<file path="config.mk">
export PLATFORM = sky130hd
export DESIGN_NAME = eifl_top
export DESIGN_NICKNAME = d
export VERILOG_FILES = /design/src/shared/eifl_pkg.sv /design/src/eifl_channel.sv /design/src/eifl_top.sv
export SDC_FILE = /design/constraint.sdc
export NUM_CORES = 1
export LEC_CHECK = 0
export BUFFER_PORTS_ARGS = -buffer_cell sky130_fd_sc_hd__buf_4
export CAP_MARGIN = 20
export CORE_MARGIN = 8
export CORE_UTILIZATION = 54
export DETAILED_ROUTE_END_ITERATION = 8
export GPL_ROUTABILITY_DRIVEN = 0
export GPL_TIMING_DRIVEN = 0
export PLACE_DENSITY = 0.83
export SETUP_SLACK_MARGIN = 0.2
export SLEW_MARGIN = 10
export SYNTH_ARGS = -nofsm -noshare
export SYNTH_HDL_FRONTEND = slang
export SYNTH_HIERARCHICAL = 1
export SYNTH_SLANG_ARGS = --single-unit
</file>
<file path="constraint.sdc">
create_clock -name I_REF_CLK -period 2.25 [get_ports I_REF_CLK]
set_clock_uncertainty 0.05 [all_clocks]
set_input_delay 0 -clock I_REF_CLK [delete_from_list [all_inputs] [get_ports I_REF_CLK]]
set_output_delay 0 -clock I_REF_CLK [all_outputs]
set_load 0.03 [all_outputs]
</file>
<file path="src/shared/eifl_pkg.sv">
// package: register map, field positions and types for external interrupt flag logic
package eifl_pkg;
   localparam int ADDR_W = 4;
   localparam int DATA_W = 8;
   // register offsets
   localparam logic [3:0] CTRL_OFF = 4'h0;
   localparam logic [3:0] POL_OFF = 4'h1;
   localparam logic [3:0] STAT_OFF = 4'h2;
   localparam logic [3:0] MASK_OFF = 4'h3;
   // control register field positions
   localparam int TYPE_A_BIT = 0;
   localparam int PEND_A_BIT = 1;
   localparam int TYPE_B_BIT = 2;
   localparam int PEND_B_BIT = 3;
   // polarity register field positions
   localparam int POL_A_BIT = 0;
   localparam int POL_B_BIT = 1;
   // status and mask register field positions
   localparam int EV_A_BIT = 0;
   localparam int EV_B_BIT = 1;
   localparam logic [7:0] CTRL_RST = 8'h00;
   localparam logic [7:0] POL_RST = 8'h00;
   localparam logic [7:0] MASK_RST = 8'h00;
   localparam logic [7:0] ZERO_BYTE = 8'h00;
   localparam logic TYPE_EDGE = 1'b1;
   localparam logic TYPE_LEVEL = 1'b0;
endpackage : eifl_pkg

</file>
<file path="src/eifl_channel.sv">
// one external interrupt input: synchroniser, edge/level detection and pending flag
`timescale 1ns/1ps
module eifl_channel (
   input wire logic i_clk,
   input wire logic i_rst_b,
   input wire logic i_pin,
   input wire logic i_polarity,
   input wire logic i_type_select,
   input wire logic i_sw_clear,
   input wire logic i_vector_ack,
   output logic o_pending,
   output logic o_event
);
   logic sync1_reg;
   logic sync2_reg;
   logic prev_reg;
   logic active;
   logic prev_active;
   logic detect;
   logic pending_next;

   // two-stage synchroniser, then one more stage for edge compare
   always_ff @(posedge i_clk or negedge i_rst_b) begin
      if (!i_rst_b) begin
         // idle level of an active-low pin, so leaving reset raises no false event
         sync1_reg <= 1'b1;
         sync2_reg <= 1'b1;
         prev_reg <= 1'b1;
      end else begin
         sync1_reg <= i_pin;
         sync2_reg <= sync1_reg;
         prev_reg <= sync2_reg;
      end
   end

   // polarity 1 means active high
   assign active = ~(sync2_reg ^ i_polarity);
   assign prev_active = ~(prev_reg ^ i_polarity);
   assign detect = (i_type_select == eifl_pkg::TYPE_EDGE) ?
      (active & ~prev_active) : active;

   // a detection in the same cycle as a clear wins
   always_comb begin
      pending_next = o_pending;
      if (i_sw_clear) begin
         pending_next = 1'b0;
      end
      if (i_vector_ack && i_type_select == eifl_pkg::TYPE_EDGE) begin
         pending_next = 1'b0;
      end
      if (detect) begin
         pending_next = 1'b1;
      end
   end

   always_ff @(posedge i_clk or negedge i_rst_b) begin
      if (!i_rst_b) begin
         o_pending <= 1'b0;
         o_event <= 1'b0;
      end else begin
         o_pending <= pending_next;
         o_event <= detect & ~o_pending;
      end
   end
endmodule : eifl_channel

</file>
<file path="src/eifl_top.sv">
// external interrupt flag logic: register port, two channels, status/mask interrupt
`timescale 1ns/1ps
module eifl_top (
   input wire logic I_REF_CLK,
   input wire logic I_RST_B,
   input wire logic I_EXT_IRQ_A_INPUT,
   input wire logic I_EXT_IRQ_B_INPUT,
   input wire logic I_VECTOR_A_ACK,
   input wire logic I_VECTOR_B_ACK,
   input wire logic [3:0] I_ADDR,
   input wire logic [7:0] I_WDATA,
   input wire logic I_WR,
   input wire logic I_RD,
   output logic [7:0] O_RDATA,
   output logic O_EXT_IRQ_A_PENDING,
   output logic O_EXT_IRQ_B_PENDING,
   output logic O_IRQ
);
   logic ext_irq_a_type_select_reg;
   logic ext_irq_b_type_select_reg;
   logic ext_irq_a_polarity_reg;
   logic ext_irq_b_polarity_reg;
   logic [7:0] mask_reg;
   logic [7:0] status_reg;
   logic [7:0] status_next;
   logic [7:0] rdata_next;
   logic ext_irq_a_pending;
   logic ext_irq_b_pending;
   logic ev_a;
   logic ev_b;
   logic clr_a;
   logic clr_b;
   logic wr_ctrl;
   logic wr_pol;
   logic wr_stat;
   logic wr_mask;

   function automatic logic hit(input logic [3:0] addr, input logic [3:0] off);
      hit = (addr == off);
   endfunction : hit

   assign wr_ctrl = I_WR & hit(I_ADDR, eifl_pkg::CTRL_OFF);
   assign wr_pol = I_WR & hit(I_ADDR, eifl_pkg::POL_OFF);
   assign wr_stat = I_WR & hit(I_ADDR, eifl_pkg::STAT_OFF);
   assign wr_mask = I_WR & hit(I_ADDR, eifl_pkg::MASK_OFF);
   // writing zero to a pending bit clears it; writing one leaves it
   assign clr_a = wr_ctrl & ~I_WDATA[eifl_pkg::PEND_A_BIT];
   assign clr_b = wr_ctrl & ~I_WDATA[eifl_pkg::PEND_B_BIT];

   // type-select bits
   always_ff @(posedge I_REF_CLK or negedge I_RST_B) begin
      if (!I_RST_B) begin
         ext_irq_a_type_select_reg <= eifl_pkg::CTRL_RST[eifl_pkg::TYPE_A_BIT];
         ext_irq_b_type_select_reg <= eifl_pkg::CTRL_RST[eifl_pkg::TYPE_B_BIT];
      end else if (wr_ctrl) begin
         ext_irq_a_type_select_reg <= I_WDATA[eifl_pkg::TYPE_A_BIT];
         ext_irq_b_type_select_reg <= I_WDATA[eifl_pkg::TYPE_B_BIT];
      end
   end

   // polarity configuration bits, 1 = active high
   always_ff @(posedge I_REF_CLK or negedge I_RST_B) begin
      if (!I_RST_B) begin
         ext_irq_a_polarity_reg <= eifl_pkg::POL_RST[eifl_pkg::POL_A_BIT];
         ext_irq_b_polarity_reg <= eifl_pkg::POL_RST[eifl_pkg::POL_B_BIT];
      end else if (wr_pol) begin
         ext_irq_a_polarity_reg <= I_WDATA[eifl_pkg::POL_A_BIT];
         ext_irq_b_polarity_reg <= I_WDATA[eifl_pkg::POL_B_BIT];
      end
   end

   eifl_channel u_chan_a (
      .i_clk(I_REF_CLK),
      .i_rst_b(I_RST_B),
      .i_pin(I_EXT_IRQ_A_INPUT),
      .i_polarity(ext_irq_a_polarity_reg),
      .i_type_select(ext_irq_a_type_select_reg),
      .i_sw_clear(clr_a),
      .i_vector_ack(I_VECTOR_A_ACK),
      .o_pending(ext_irq_a_pending),
      .o_event(ev_a)
   );

   eifl_channel u_chan_b (
      .i_clk(I_REF_CLK),
      .i_rst_b(I_RST_B),
      .i_pin(I_EXT_IRQ_B_INPUT),
      .i_polarity(ext_irq_b_polarity_reg),
      .i_type_select(ext_irq_b_type_select_reg),
      .i_sw_clear(clr_b),
      .i_vector_ack(I_VECTOR_B_ACK),
      .o_pending(ext_irq_b_pending),
      .o_event(ev_b)
   );

   // sticky status, write one to clear, a new event wins over the clear
   always_comb begin
      status_next = status_reg;
      if (wr_stat) begin
         status_next = status_reg & ~I_WDATA;
      end
      if (ev_a) begin
         status_next[eifl_pkg::EV_A_BIT] = 1'b1;
      end
      if (ev_b) begin
         status_next[eifl_pkg::EV_B_BIT] = 1'b1;
      end
   end

   always_ff @(posedge I_REF_CLK or negedge I_RST_B) begin
      if (!I_RST_B) begin
         status_reg <= eifl_pkg::ZERO_BYTE;
      end else begin
         status_reg <= status_next;
      end
   end

   always_ff @(posedge I_REF_CLK or negedge I_RST_B) begin
      if (!I_RST_B) begin
         mask_reg <= eifl_pkg::MASK_RST;
      end else if (wr_mask) begin
         mask_reg <= I_WDATA;
      end
   end

   // read mux, unused bits read as zero, unmapped addresses read zero
   always_comb begin
      rdata_next = eifl_pkg::ZERO_BYTE;
      if (I_RD) begin
         unique case (I_ADDR)
            eifl_pkg::CTRL_OFF: begin
               rdata_next[eifl_pkg::TYPE_A_BIT] = ext_irq_a_type_select_reg;
               rdata_next[eifl_pkg::PEND_A_BIT] = ext_irq_a_pending;
               rdata_next[eifl_pkg::TYPE_B_BIT] = ext_irq_b_type_select_reg;
               rdata_next[eifl_pkg::PEND_B_BIT] = ext_irq_b_pending;
            end
            eifl_pkg::POL_OFF: begin
               rdata_next[eifl_pkg::POL_A_BIT] = ext_irq_a_polarity_reg;
               rdata_next[eifl_pkg::POL_B_BIT] = ext_irq_b_polarity_reg;
            end
            eifl_pkg::STAT_OFF: begin
               rdata_next = status_reg;
            end
            eifl_pkg::MASK_OFF: begin
               rdata_next[eifl_pkg::EV_A_BIT] = mask_reg[eifl_pkg::EV_A_BIT];
               rdata_next[eifl_pkg::EV_B_BIT] = mask_reg[eifl_pkg::EV_B_BIT];
            end
            default: begin
               rdata_next = eifl_pkg::ZERO_BYTE;
            end
         endcase
      end
   end

   always_ff @(posedge I_REF_CLK or negedge I_RST_B) begin
      if (!I_RST_B) begin
         O_RDATA <= eifl_pkg::ZERO_BYTE;
         O_EXT_IRQ_A_PENDING <= 1'b0;
         O_EXT_IRQ_B_PENDING <= 1'b0;
         O_IRQ <= 1'b0;
      end else begin
         O_RDATA <= rdata_next;
         O_EXT_IRQ_A_PENDING <= pending_a_out(ext_irq_a_pending);
         O_EXT_IRQ_B_PENDING <= pending_a_out(ext_irq_b_pending);
         O_IRQ <= |(status_next & mask_reg);
      end
   end

   function automatic logic pending_a_out(input logic p);
      pending_a_out = p;
   endfunction : pending_a_out
endmodule : eifl_top
</file>
==> summary.md, run 1 <==
| Metric | Value |
|---|---|
| Final Cycle Share | 87.24% |
| Clock Path Buffers | 2 |
| Most common flop cell mapped by yosys | dfrtp_1 |
| PortBufs | 28 |
| Status | finished, final reports clean |
| Largest net degree at the start of global routing | 42 |
| Distinct cells, synth | 30 |
| Ys Warns | 6 |
| Routed vias | 1237 |
| Max-slew violations | 0 |
| RSZ-0062 raised after global routing | false |
| Worst setup margin | 0.2871 ns |
| Worst-Skew Late Latency | 0.34 ns |
| Count leader, synth | dfrtp_1 |
| Global Route Usage Sum | 14.02% |
| Final Util | 73.97% |
| Total wire length | 3411 um |
| RR Endpoint | O_IRQ$_DFF_PN0_ |
| Global route overflow | 0 |
| Share of layout cells above drive strength 1 | 32.45% |
| Syn-to-layout area delta | 32.20% |
| Post-synth EDFFs | 0 |
| FMAX | 509.5 MHz |
| Die width | 72.01 um |
| DP HPWL | 2393 um |
| Initial antenna violation count | 0 |
| Pre-CTS WS | 0.3168 ns |
| Initial core utilization | 55.95% |
| Max_slew headroom | 67.98% |
| Worst-Margin Slew | 0.4803 ns |
| Max_cap viols | 0 |
| Register-to-register path setup slack | 0.38 ns |
| Routed len/inst | 14.70 um |
| Top-area cell type share of the netlist area | 51.70% |
| DRC errors left | 0 |
| Most frequent cells after synthesis | dfrtp_1, mux2_2, nand2_1 |
| DRT iter0 DRCs | 76 |
| Cell area after synthesis | 1694 sq um |
| Io pins | 31 |
| Final setup vio count | 0 |
| Crit path max fanout | 9 |
| Crit. End Element | flip-flop |
| Critical path arrival | 2.14 ns |
| Pre-antenna DRT Iters | 4 |
| Setup crit start kind | input pin |
| Worst hold path class | in2reg |
| Critical Path RT | 2.43 ns |
| Setup CP Type | in2reg |
| Clk slew on worst S/H paths | 0.11 ns |
| Post-Synthesis Cells | 133 |
| Reg2Reg Depth | 4 |
| Worst vdd ir | 378.7 uV |
| Chip Height | 72.01 um |
| Clk root buf | clkbuf_4 |
| Post-synth top area cell | dfrtp_1 |
| Clock sink count | 41 |
| Postcts setup bufs | 0 |
| CTS Buf Count | 5 |
| Final setup TNS | 0 ns |
| Min-delay src | I_ADDR[1] |
| Core area | 3028 sq um |
| Flops & latches, synth | 41 |
| Post-detailed-route count of antenna-violating nets | 0 |
| Async SR Flop Fraction | 100.0% |
| Synthesized area per cell | 12.74 sq um |
| Syn Nets | 153 |
| Worst r2r src | status_reg[1]$_DFF_PN0_ |
| Worst hold path endpoint | O_RDATA[2]$_DFF_PN0_ |
| Synth top area cells | dfrtp_1, dfstp_2, mux2_2, mux4_2, nand2_1 |
| Via-to-Cell Ratio | 5.332 |
| Pwr dens | 789.7 nW/um^2 |
| Non-Filler Instances | 232 |
| H-tree depth | 2 |
| First-pass GRT wire length | 5747 um |
| Tmin final | 1.963 ns |
| Design Area, Final | 2240 sq um |
| P_leak | 1.010 nW |
| Die ar. | 5185 sq um |
| Final Hold Viols | 0 |
| Hold path depth | 3 |
| Num rows | 20 |
| Placed cells | 205 |
| Register area share after synthesis | 61.00% |
| CTS tree | yes |
| Nets | 207 |
| Placed Area | 1959 sq um |
| Ant. Diodes | 0 |
| Vias in the first global route | 1291 |
per-stage QoR:
stage | total power (W) | hold slack, ns
5_1_grt | 0.001843 | 0.07297
2_1_floorplan | 0.001136 | -0.3456
4_1_cts | 0.001778 | 0.03375
3_3_place_gp | 0.001242 | -0.05993
6_report | 0.001769 | 0.06375
3_5_place_dp | 0.001268 | -0.04638
logic make-up after synthesis:
kind of cell	share of synthesized area (%)
AO/OA/AOI/OAI	10.34
XOR/XNOR	2.068
buffers and inverters	1.846
flip-flops	61.00
multiplexers	11.82
AND/OR/NAND/NOR	12.93
worst max path at each step:
| stage | end | slack (ns) | startpoint |
|---|---|---|---|
| after floorplan | O_IRQ$_DFF_PN0_ | 0.51 | status_reg[1]$_DFF_PN0_ |
| after global placement | O_IRQ$_DFF_PN0_ | 0.31 | I_ADDR[3] |
| after global routing | O_IRQ$_DFF_PN0_ | 0.24 | I_ADDR[0] |
| final | O_IRQ$_DFF_PN0_ | 0.29 | I_ADDR[0] |
| after CTS | O_IRQ$_DFF_PN0_ | 0.22 | I_ADDR[0] |
| after detailed placement | O_IRQ$_DFF_PN0_ | 0.32 | I_ADDR[3] |
repair_timing:
| action | 4_1_cts | 5_1_grt |
|---|---|---|
| gates resized for setup | 0 | 1 |
| hold endpoints to repair | 70 | 0 |
| hold buffers | 19 | 0 |
| endpoints found under the setup margin | 0 | 1 |
worst max-delay path, cell delays in order:
cell	delay [ns]
dlygate4sd3_1	0.53
buf_2	0.20
nor2b_4	0.20
a41oi_1	0.14
or4_1	0.54
or4b_1	0.52
area by class of cell:
| class | instances | area, sq um |
|---|---|---|
| well taps | 44 | 55.05 |
| multi-input cells | 85 | 634.4 |
| inverters | 4 | 15.01 |
| clock inverters | 1 | 30.03 |
| flip-flops and latches | 41 | 1033 |
| repair buffers | 47 | 400.4 |
| plain buffers | 3 | 16.27 |
| fillers | 190 | 788.3 |
| clock buffers | 7 | 55.05 |
layer usage:
layer / global-route usage [%] / share of wire (%) / up-vias
met1: 15.56 / 43 / 609
met3: 6.061 / 8.0 / 8
met4: 6.349 / 1.9 / 0
li1: - / - / 579
met2: 22.77 / 47 / 41
met5: 0 / 0 / -
power breakdown:
group	switching, W	total, W	internal, W
registers	0.0000884	0.000935	0.000847
logic	0.000156	0.000346	0.000190
clock network	0.000222	0.000487	0.000265
total	0.000467	0.00177	0.00130
cells in the final DEF, fill, tap and decap left out, types with 5 or more instances in the layout:
master and instances:
a21boi_0 5, a21oi_1 6, and2_1 6, buf_4 29
clkbuf_4 5, dfrtp_1 35, dfstp_2 6, dlygate4sd3_1 19
mux2_2 12, nand2_1 12, nor2_1 7
Note: power is estimated with default switching activity, not from simulation.
==> inputs of run 2 (changes only) <==
--- a/config.mk
+++ b/config.mk
@@ -7,6 +7,7 @@
 export LEC_CHECK = 0
 export BUFFER_PORTS_ARGS = -buffer_cell sky130_fd_sc_hd__buf_4
 export CAP_MARGIN = 20
+export CORE_ASPECT_RATIO = 1.4
 export CORE_MARGIN = 8
 export CORE_UTILIZATION = 54
 export DETAILED_ROUTE_END_ITERATION = 8
==> summary.md, run 2 (synthesized netlist as in run 1, its figures left out) <==
| Metric | Value |
|---|---|
| Most frequent cells in the layout | dfrtp_1, buf_4, dlygate4sd3_1 |
| Final setup TNS | 0 ns (unchanged) |
| Num rows | 24 (+20%) |
| DP HPWL | 2544 um (+6.3%) |
| Initial antenna violation count | 0 (unchanged) |
| Slowest CP cell | or4_1 |
| Worst r2r src | u_chan_a/o_event$_DFF_PN0_ |
| CTS tree | yes |
| Design Area, Final | 2196 sq um (-2.0%) |
| Final Cycle Share | 84.09% (-3.2 points) |
| DRT iter0 DRCs | 29 (-62%) |
| Fillcell total | 232 (+22%) |
| CP cell instances | o21ai_0, a41oi_1, or4_1, or4b_1 |
| CTS resizes | 0 (unchanged) |
| Chip Height | 82.28 um (+14%) |
| Final Hold Viols | 0 (unchanged) |
| Global route overflow | 0 (unchanged) |
| Worst-Margin Slew | 0.5014 ns (+0.02105 ns) |
| Ant. Diodes | 0 (unchanged) |
| Crit path from | u_chan_a/o_event$_DFF_PN0_ |
| Crit path max fanout | 3 (-6) |
| Clk root buf | clkbuf_8 |
| RSZ-0062 raised after global routing | false |
| Nets | 204 (-1.4%) |
| Worst vdd ir | 601.2 uV (+59%) |
| Tmin final | 1.892 ns (-0.07094 ns) |
| Sequential Power Share | 54.0% (+1.1 points) |
| Combinational power share | 19.8% (+0.2 points) |
| Critical Path RT | 2.36 ns (-0.07 ns) |
| Crit. End Element | flip-flop |
| Routed vias | 1235 (-0.16%) |
| PortBufs | 28 (unchanged) |
| Internal power | 0.001249 W (-4.1%) |
| Worst-Skew Late Latency | 0.30 ns (-0.04 ns) |
| Max_slew headroom | 66.58% (-1.4 points) |
| Max-slew violations | 0 (unchanged) |
| Setup CP Type | reg2reg |
| Die ar. | 5211 sq um (+0.50%) |
| Via-to-Cell Ratio | 5.513 (+3.4%) |
| Final setup vio count | 0 (unchanged) |
| Max_cap viols | 0 (unchanged) |
| Pre-antenna DRT Iters | 4 (unchanged) |
| Pwr dens | 790.2 nW/um^2 (about the same) |
| Global Route Usage Sum | 15.03% (+1.0 points) |
| Total wire length | 3671 um (+7.6%) |
| Setup crit start kind | flip-flop |
| FMAX | 528.6 MHz (+3.7%) |
| H-tree depth | 2 (unchanged) |
| Clk slew on worst S/H paths | 0.07 ns (-0.04 ns) |
| Register-to-register path setup slack | 0.36 ns (-0.02 ns) |
| Clock sink count | 41 (unchanged) |
| First-pass GRT wire length | 6147 um (+7.0%) |
| Initial core utilization | 55.31% (-0.64 points) |
| CTS Buf Count | 5 (unchanged) |
| Clock Power Share | 26.2% (-1.4 points) |
| DRC errors left | 0 (unchanged) |
| Placed Area | 1953 sq um (-0.32%) |
| Core area | 3063 sq um (+1.2%) |
| Post-detailed-route count of antenna-violating nets | 0 (unchanged) |
| Clock Path Buffers | 2 (unchanged) |
| Worst path max stage delay | 0.52 ns (-0.02 ns) |
| Critical path arrival | 2.01 ns (-0.13 ns) |
| Share of layout cells above drive strength 1 | 32.97% (+0.53 points) |
| Vias in the first global route | 1321 (+2.3%) |
| P_leak | 0.9908 nW (-1.9%) |
| Io pins | 31 (unchanged) |
| Switch Pwr | 0.0004866 W (+4.3%) |
| Switching Share | 28.04% (+1.7 points) |
| Power, Total | 0.001735 W (-1.9%) |
| Routed len/inst | 16.39 um (+11%) |
| Final Util | 71.69% (-2.3 points) |
| Commonest non-fill, non-tap cell in the layout | dfrtp_1 |
| Syn-to-layout area delta | 29.62% |
| Die width | 63.34 um (-12%) |
| Pre-CTS WS | 0.3275 ns (+0.01068 ns) |
| Worst hold path class | in2reg |
| Largest net degree at the start of global routing | 42 (unchanged) |
| Min-delay src | I_ADDR[3] |
| Worst setup margin | 0.3581 ns (+0.07094 ns) |
| Status | finished, final reports clean |
run 2: cell count changes in the layout (fill, tap and decap cells not counted), sizes merged:
cell / change
bufinv: -1
clkbuf: -1
dlygate4sd3: -3
clkinv: +2
run 2: cell type report:
type	instances	area [sq um]	share of cell area [%]
sequential	41	1033	47.07
multi-input combinational	85	629.4	28.66
timing repair buffer	44	370.4	16.87
clock buffer	6	72.57	3.305
tap	39	48.80	2.222
buffer	3	16.27	0.7407
inverter	4	15.01	0.6838
clock inverter	2	10.01	0.4558
run 2: critical path, delay by kind of cell, from the launching register on:
kind / cells / cell delay (ns)
flip-flops: 1 / 0.41
AND/OR/NAND/NOR: 2 / 1.04
AO/OA/AOI/OAI: 2 / 0.26
run 2: what timing repair did:
action | CTS | global route
endpoints found under the hold margin | 68 | 0
hold buffers | 16 | 0
setup buffers | 0 | 0
setup endpoints to repair | 0 | 0
run 2: power groups by stage:
stage	Clock, W	Sequential (W)	Combinational [W]
final	0.000454	0.000938	0.000343
after global routing	0.000495	0.000952	0.000373
after CTS	0.000465	0.000936	0.000346
after detailed placement	0	0.000949	0.000323
after global placement	0	0.000938	0.000303
after floorplan	0	0.000964	0.000172
run 2: final timing paths:
kind / cells past startpoint / endpoint
max in group asynchronous: 2 / u_chan_b/sync2_reg$_DFF_PN1_
worst max register to register: 4 / O_IRQ$_DFF_PN0_
worst max-delay path: 4 / O_IRQ$_DFF_PN0_
min in group asynchronous: 2 / mask_reg[4]$_DFFE_PN0P_
worst min-delay path: 3 / O_RDATA[0]$_DFF_PN0_
worst min register to register: 0 / u_chan_b/sync2_reg$_DFF_PN1_
run 2: through the flow:
step	hold slack [ns]	cells
global route	0.01664	224
CTS	0.008703	224
finish	0.01117	224
floorplan	-0.3456	133
detailed placement	-0.04760	200
global placement	-0.06026	200
run 2: metal layers:
| layer | GRT usage [%] | wire length (um) | vias up |
|---|---|---|---|
| li1 | - | - | 573 |
| met1 | 15.61 | 1477 | 622 |
| met2 | 26.04 | 1886 | 33 |
| met3 | 5.128 | 215 | 7 |
| met4 | 9.172 | 91 | 0 |
| met5 | 0 | 0 | - |
==> inputs of run 3 (changes only) <==
==> constraint.sdc (replaced) <==
create_clock -name I_REF_CLK -period 1.82 [get_ports I_REF_CLK]
set_clock_uncertainty 0.05 [all_clocks]
set_input_delay 0 -clock I_REF_CLK [delete_from_list [all_inputs] [get_ports I_REF_CLK]]
set_output_delay 0 -clock I_REF_CLK [all_outputs]
set_load 0.03 [all_outputs]
==> summary.md, run 3 (synthesized netlist as in run 1, its figures left out) <==
| Metric | Value |
|---|---|
| Clk root buf | clkbuf_8 |
| Status | finished, final reports clean |
| Worst-Skew Late Latency | 0.29 ns (about the same) |
| Most frequent cells in the layout | dfrtp_1, buf_4, dlygate4sd3_1 |
| Fillcell total | 214 (-7.8%) |
| Core area | 3063 sq um (unchanged) |
| Routed len/inst | 15.58 um (-4.9%) |
| CTS Buf Count | 5 (unchanged) |
| Reg2Reg Depth | 4 (unchanged) |
| Total wire length | 3474 um (-5.4%) |
| Max_slew headroom | 67.46% (+0.88 points) |
| Global route overflow | 0 (unchanged) |
| Setup crit start kind | flip-flop |
| Die ar. | 5211 sq um (unchanged) |
| Routed vias | 1194 (-3.3%) |
| Crit-path leading delay family | simple AND/OR/NAND/NOR gates |
| Power, Total | 0.002166 W (+25%) |
| CTS resizes | 0 (unchanged) |
| Max_cap viols | 0 (unchanged) |
| Clock sink count | 41 (unchanged) |
| Ant. Diodes | 0 (unchanged) |
| Io pins | 31 (unchanged) |
| Clk slew on worst S/H paths | 0.07 ns (about the same) |
| Vias in the first global route | 1279 (-3.2%) |
| Post-detailed-route count of antenna-violating nets | 0 (unchanged) |
| Nets | 203 (-0.49%) |
| Chip Height | 82.28 um (unchanged) |
| Via-to-Cell Ratio | 5.354 (-2.9%) |
| Tmin final | 1.760 ns (-0.1322 ns) |
| Postcts setup bufs | 0 (unchanged) |
| Hold path depth | 4 (+1) |
| Worst-Margin Slew | 0.4881 ns (-0.01323 ns) |
| Largest net degree at the start of global routing | 42 (unchanged) |
| CTS tree | yes |
| DRC errors left | 0 (unchanged) |
| Pwr dens | 987.7 nW/um^2 (+25%) |
| Worst hold path class | in2reg |
| Crit. End Element | flip-flop |
| Setup CP Type | reg2reg |
| Worst path max stage delay | 0.49 ns (-0.03 ns) |
| RSZ-0062 raised after global routing | true |
| PortBufs | 28 (unchanged) |
| Syn-to-layout area delta | 29.47% |
| First-pass GRT wire length | 6009 um (-2.2%) |
| DP HPWL | 2414 um (-5.1%) |
| Share of layout cells above drive strength 1 | 32.61% (-0.36 points) |
| Num rows | 24 (unchanged) |
| Worst vdd ir | 785.1 uV (+31%) |
| P_leak | 0.9850 nW (-0.59%) |
| Commonest non-fill, non-tap cell in the layout | dfrtp_1 |
| Max-slew violations | 0 (unchanged) |
| Initial core utilization | 55.31% (unchanged) |
| Global Route Usage Sum | 14.61% (-0.42 points) |
| Final setup vio count | 0 (unchanged) |
| Pre-antenna DRT Iters | 4 (unchanged) |
| H-tree depth | 2 (unchanged) |
| CP cell instances | o21ai_1, a41oi_1, or4_1, or4b_1 |
| Critical Path RT | 1.93 ns (-0.43 ns) |
| Clock Path Buffers | 2 (unchanged) |
| Die width | 63.34 um (unchanged) |
| FMAX | 568.3 MHz (+7.5%) |
| DRT iter0 DRCs | 21 (-28%) |
| Crit path max fanout | 3 (unchanged) |
| Final hold slack | 0.02584 ns (+0.01468 ns) |
| Critical path arrival | 1.87 ns (-0.14 ns) |
| Slowest CP cell | or4_1 |
| CP Depth | 4 (unchanged) |
| CP Buf/Inv Count | 0 (unchanged) |
| Final Cycle Share | 96.69% (+13 points) |
| Initial antenna violation count | 0 (unchanged) |
| Final Hold Viols | 0 (unchanged) |
## run 3: routing by layer
metal	vias to the layer above	GRT usage, %	part of all wire [%]
met5	-	0	0
met1	572	16.06	41
met4	0	6.711	1.6
met2	42	25.13	51
li1	574	-	-
met3	6	5.128	6.5
## run 3: area by class of cell
type	instances	area (sq um)	area share, %
Tap cell	39	48.80	2.225
Multi-Input combinational cell	85	629.4	28.69
Sequential cell	41	1033	47.12
Buffer	3	16.27	0.7416
Timing Repair Buffer	43	360.3	16.43
Inverter	4	15.01	0.6845
Clock buffer	8	90.09	4.107
## run 3: timing repair
item / CTS / global route
pin swaps: 2 / 0
endpoints found under the setup margin: 1 / 1
hold buffers: 15 / 0
gates cloned: 0 / 0
hold endpoints to repair: 66 / 0
## run 3: worst paths after layout
check | start | slack (ns) | endpoint
worst min register to register | u_chan_b/sync1_reg$_DFF_PN1_ | 0.31 | u_chan_b/sync2_reg$_DFF_PN1_
max in group asynchronous | I_RST_B | 1.18 | u_chan_a/sync1_reg$_DFF_PN1_
worst max register to register | u_chan_a/o_event$_DFF_PN0_ | 0.06 | O_IRQ$_DFF_PN0_
worst max-delay path | u_chan_a/o_event$_DFF_PN0_ | 0.06 | O_IRQ$_DFF_PN0_
worst min-delay path | I_VECTOR_B_ACK | 0.03 | u_chan_b/o_pending$_DFFE_PN0P_
min in group asynchronous | I_RST_B | 0.17 | O_RDATA[6]$_DFF_PN0_
## run 3: worst reg2reg max path: cells and delay by family, from the launching register on
kind               cells  cell delay, ns
DFF                    1            0.41
and+or+nand+nor        2            0.97
AOI/OAI and AO/OA      2            0.20
## run 3: metrics by stage
stage	area (sq um)	instances	utilization [%]	setup TNS [ns]	worst slack [ns]
2_1_floorplan	1694	133	-	0	0.1607
3_3_place_gp	1953	200	63.77	-0.08040	-0.08040
3_5_place_dp	1953	200	63.77	-0.07199	-0.07199
4_1_cts	2193	223	71.61	0	0.06572
5_1_grt	2193	223	71.61	0	0.003946
6_report	2193	223	71.61	0	0.06030
## run 3: where the power goes
part / internal (W) / switching [W]
Clock: 0.000309 / 0.000281
Sequential: 0.00105 / 0.000111
Combinational: 0.000228 / 0.000188
Total: 0.00159 / 0.000581
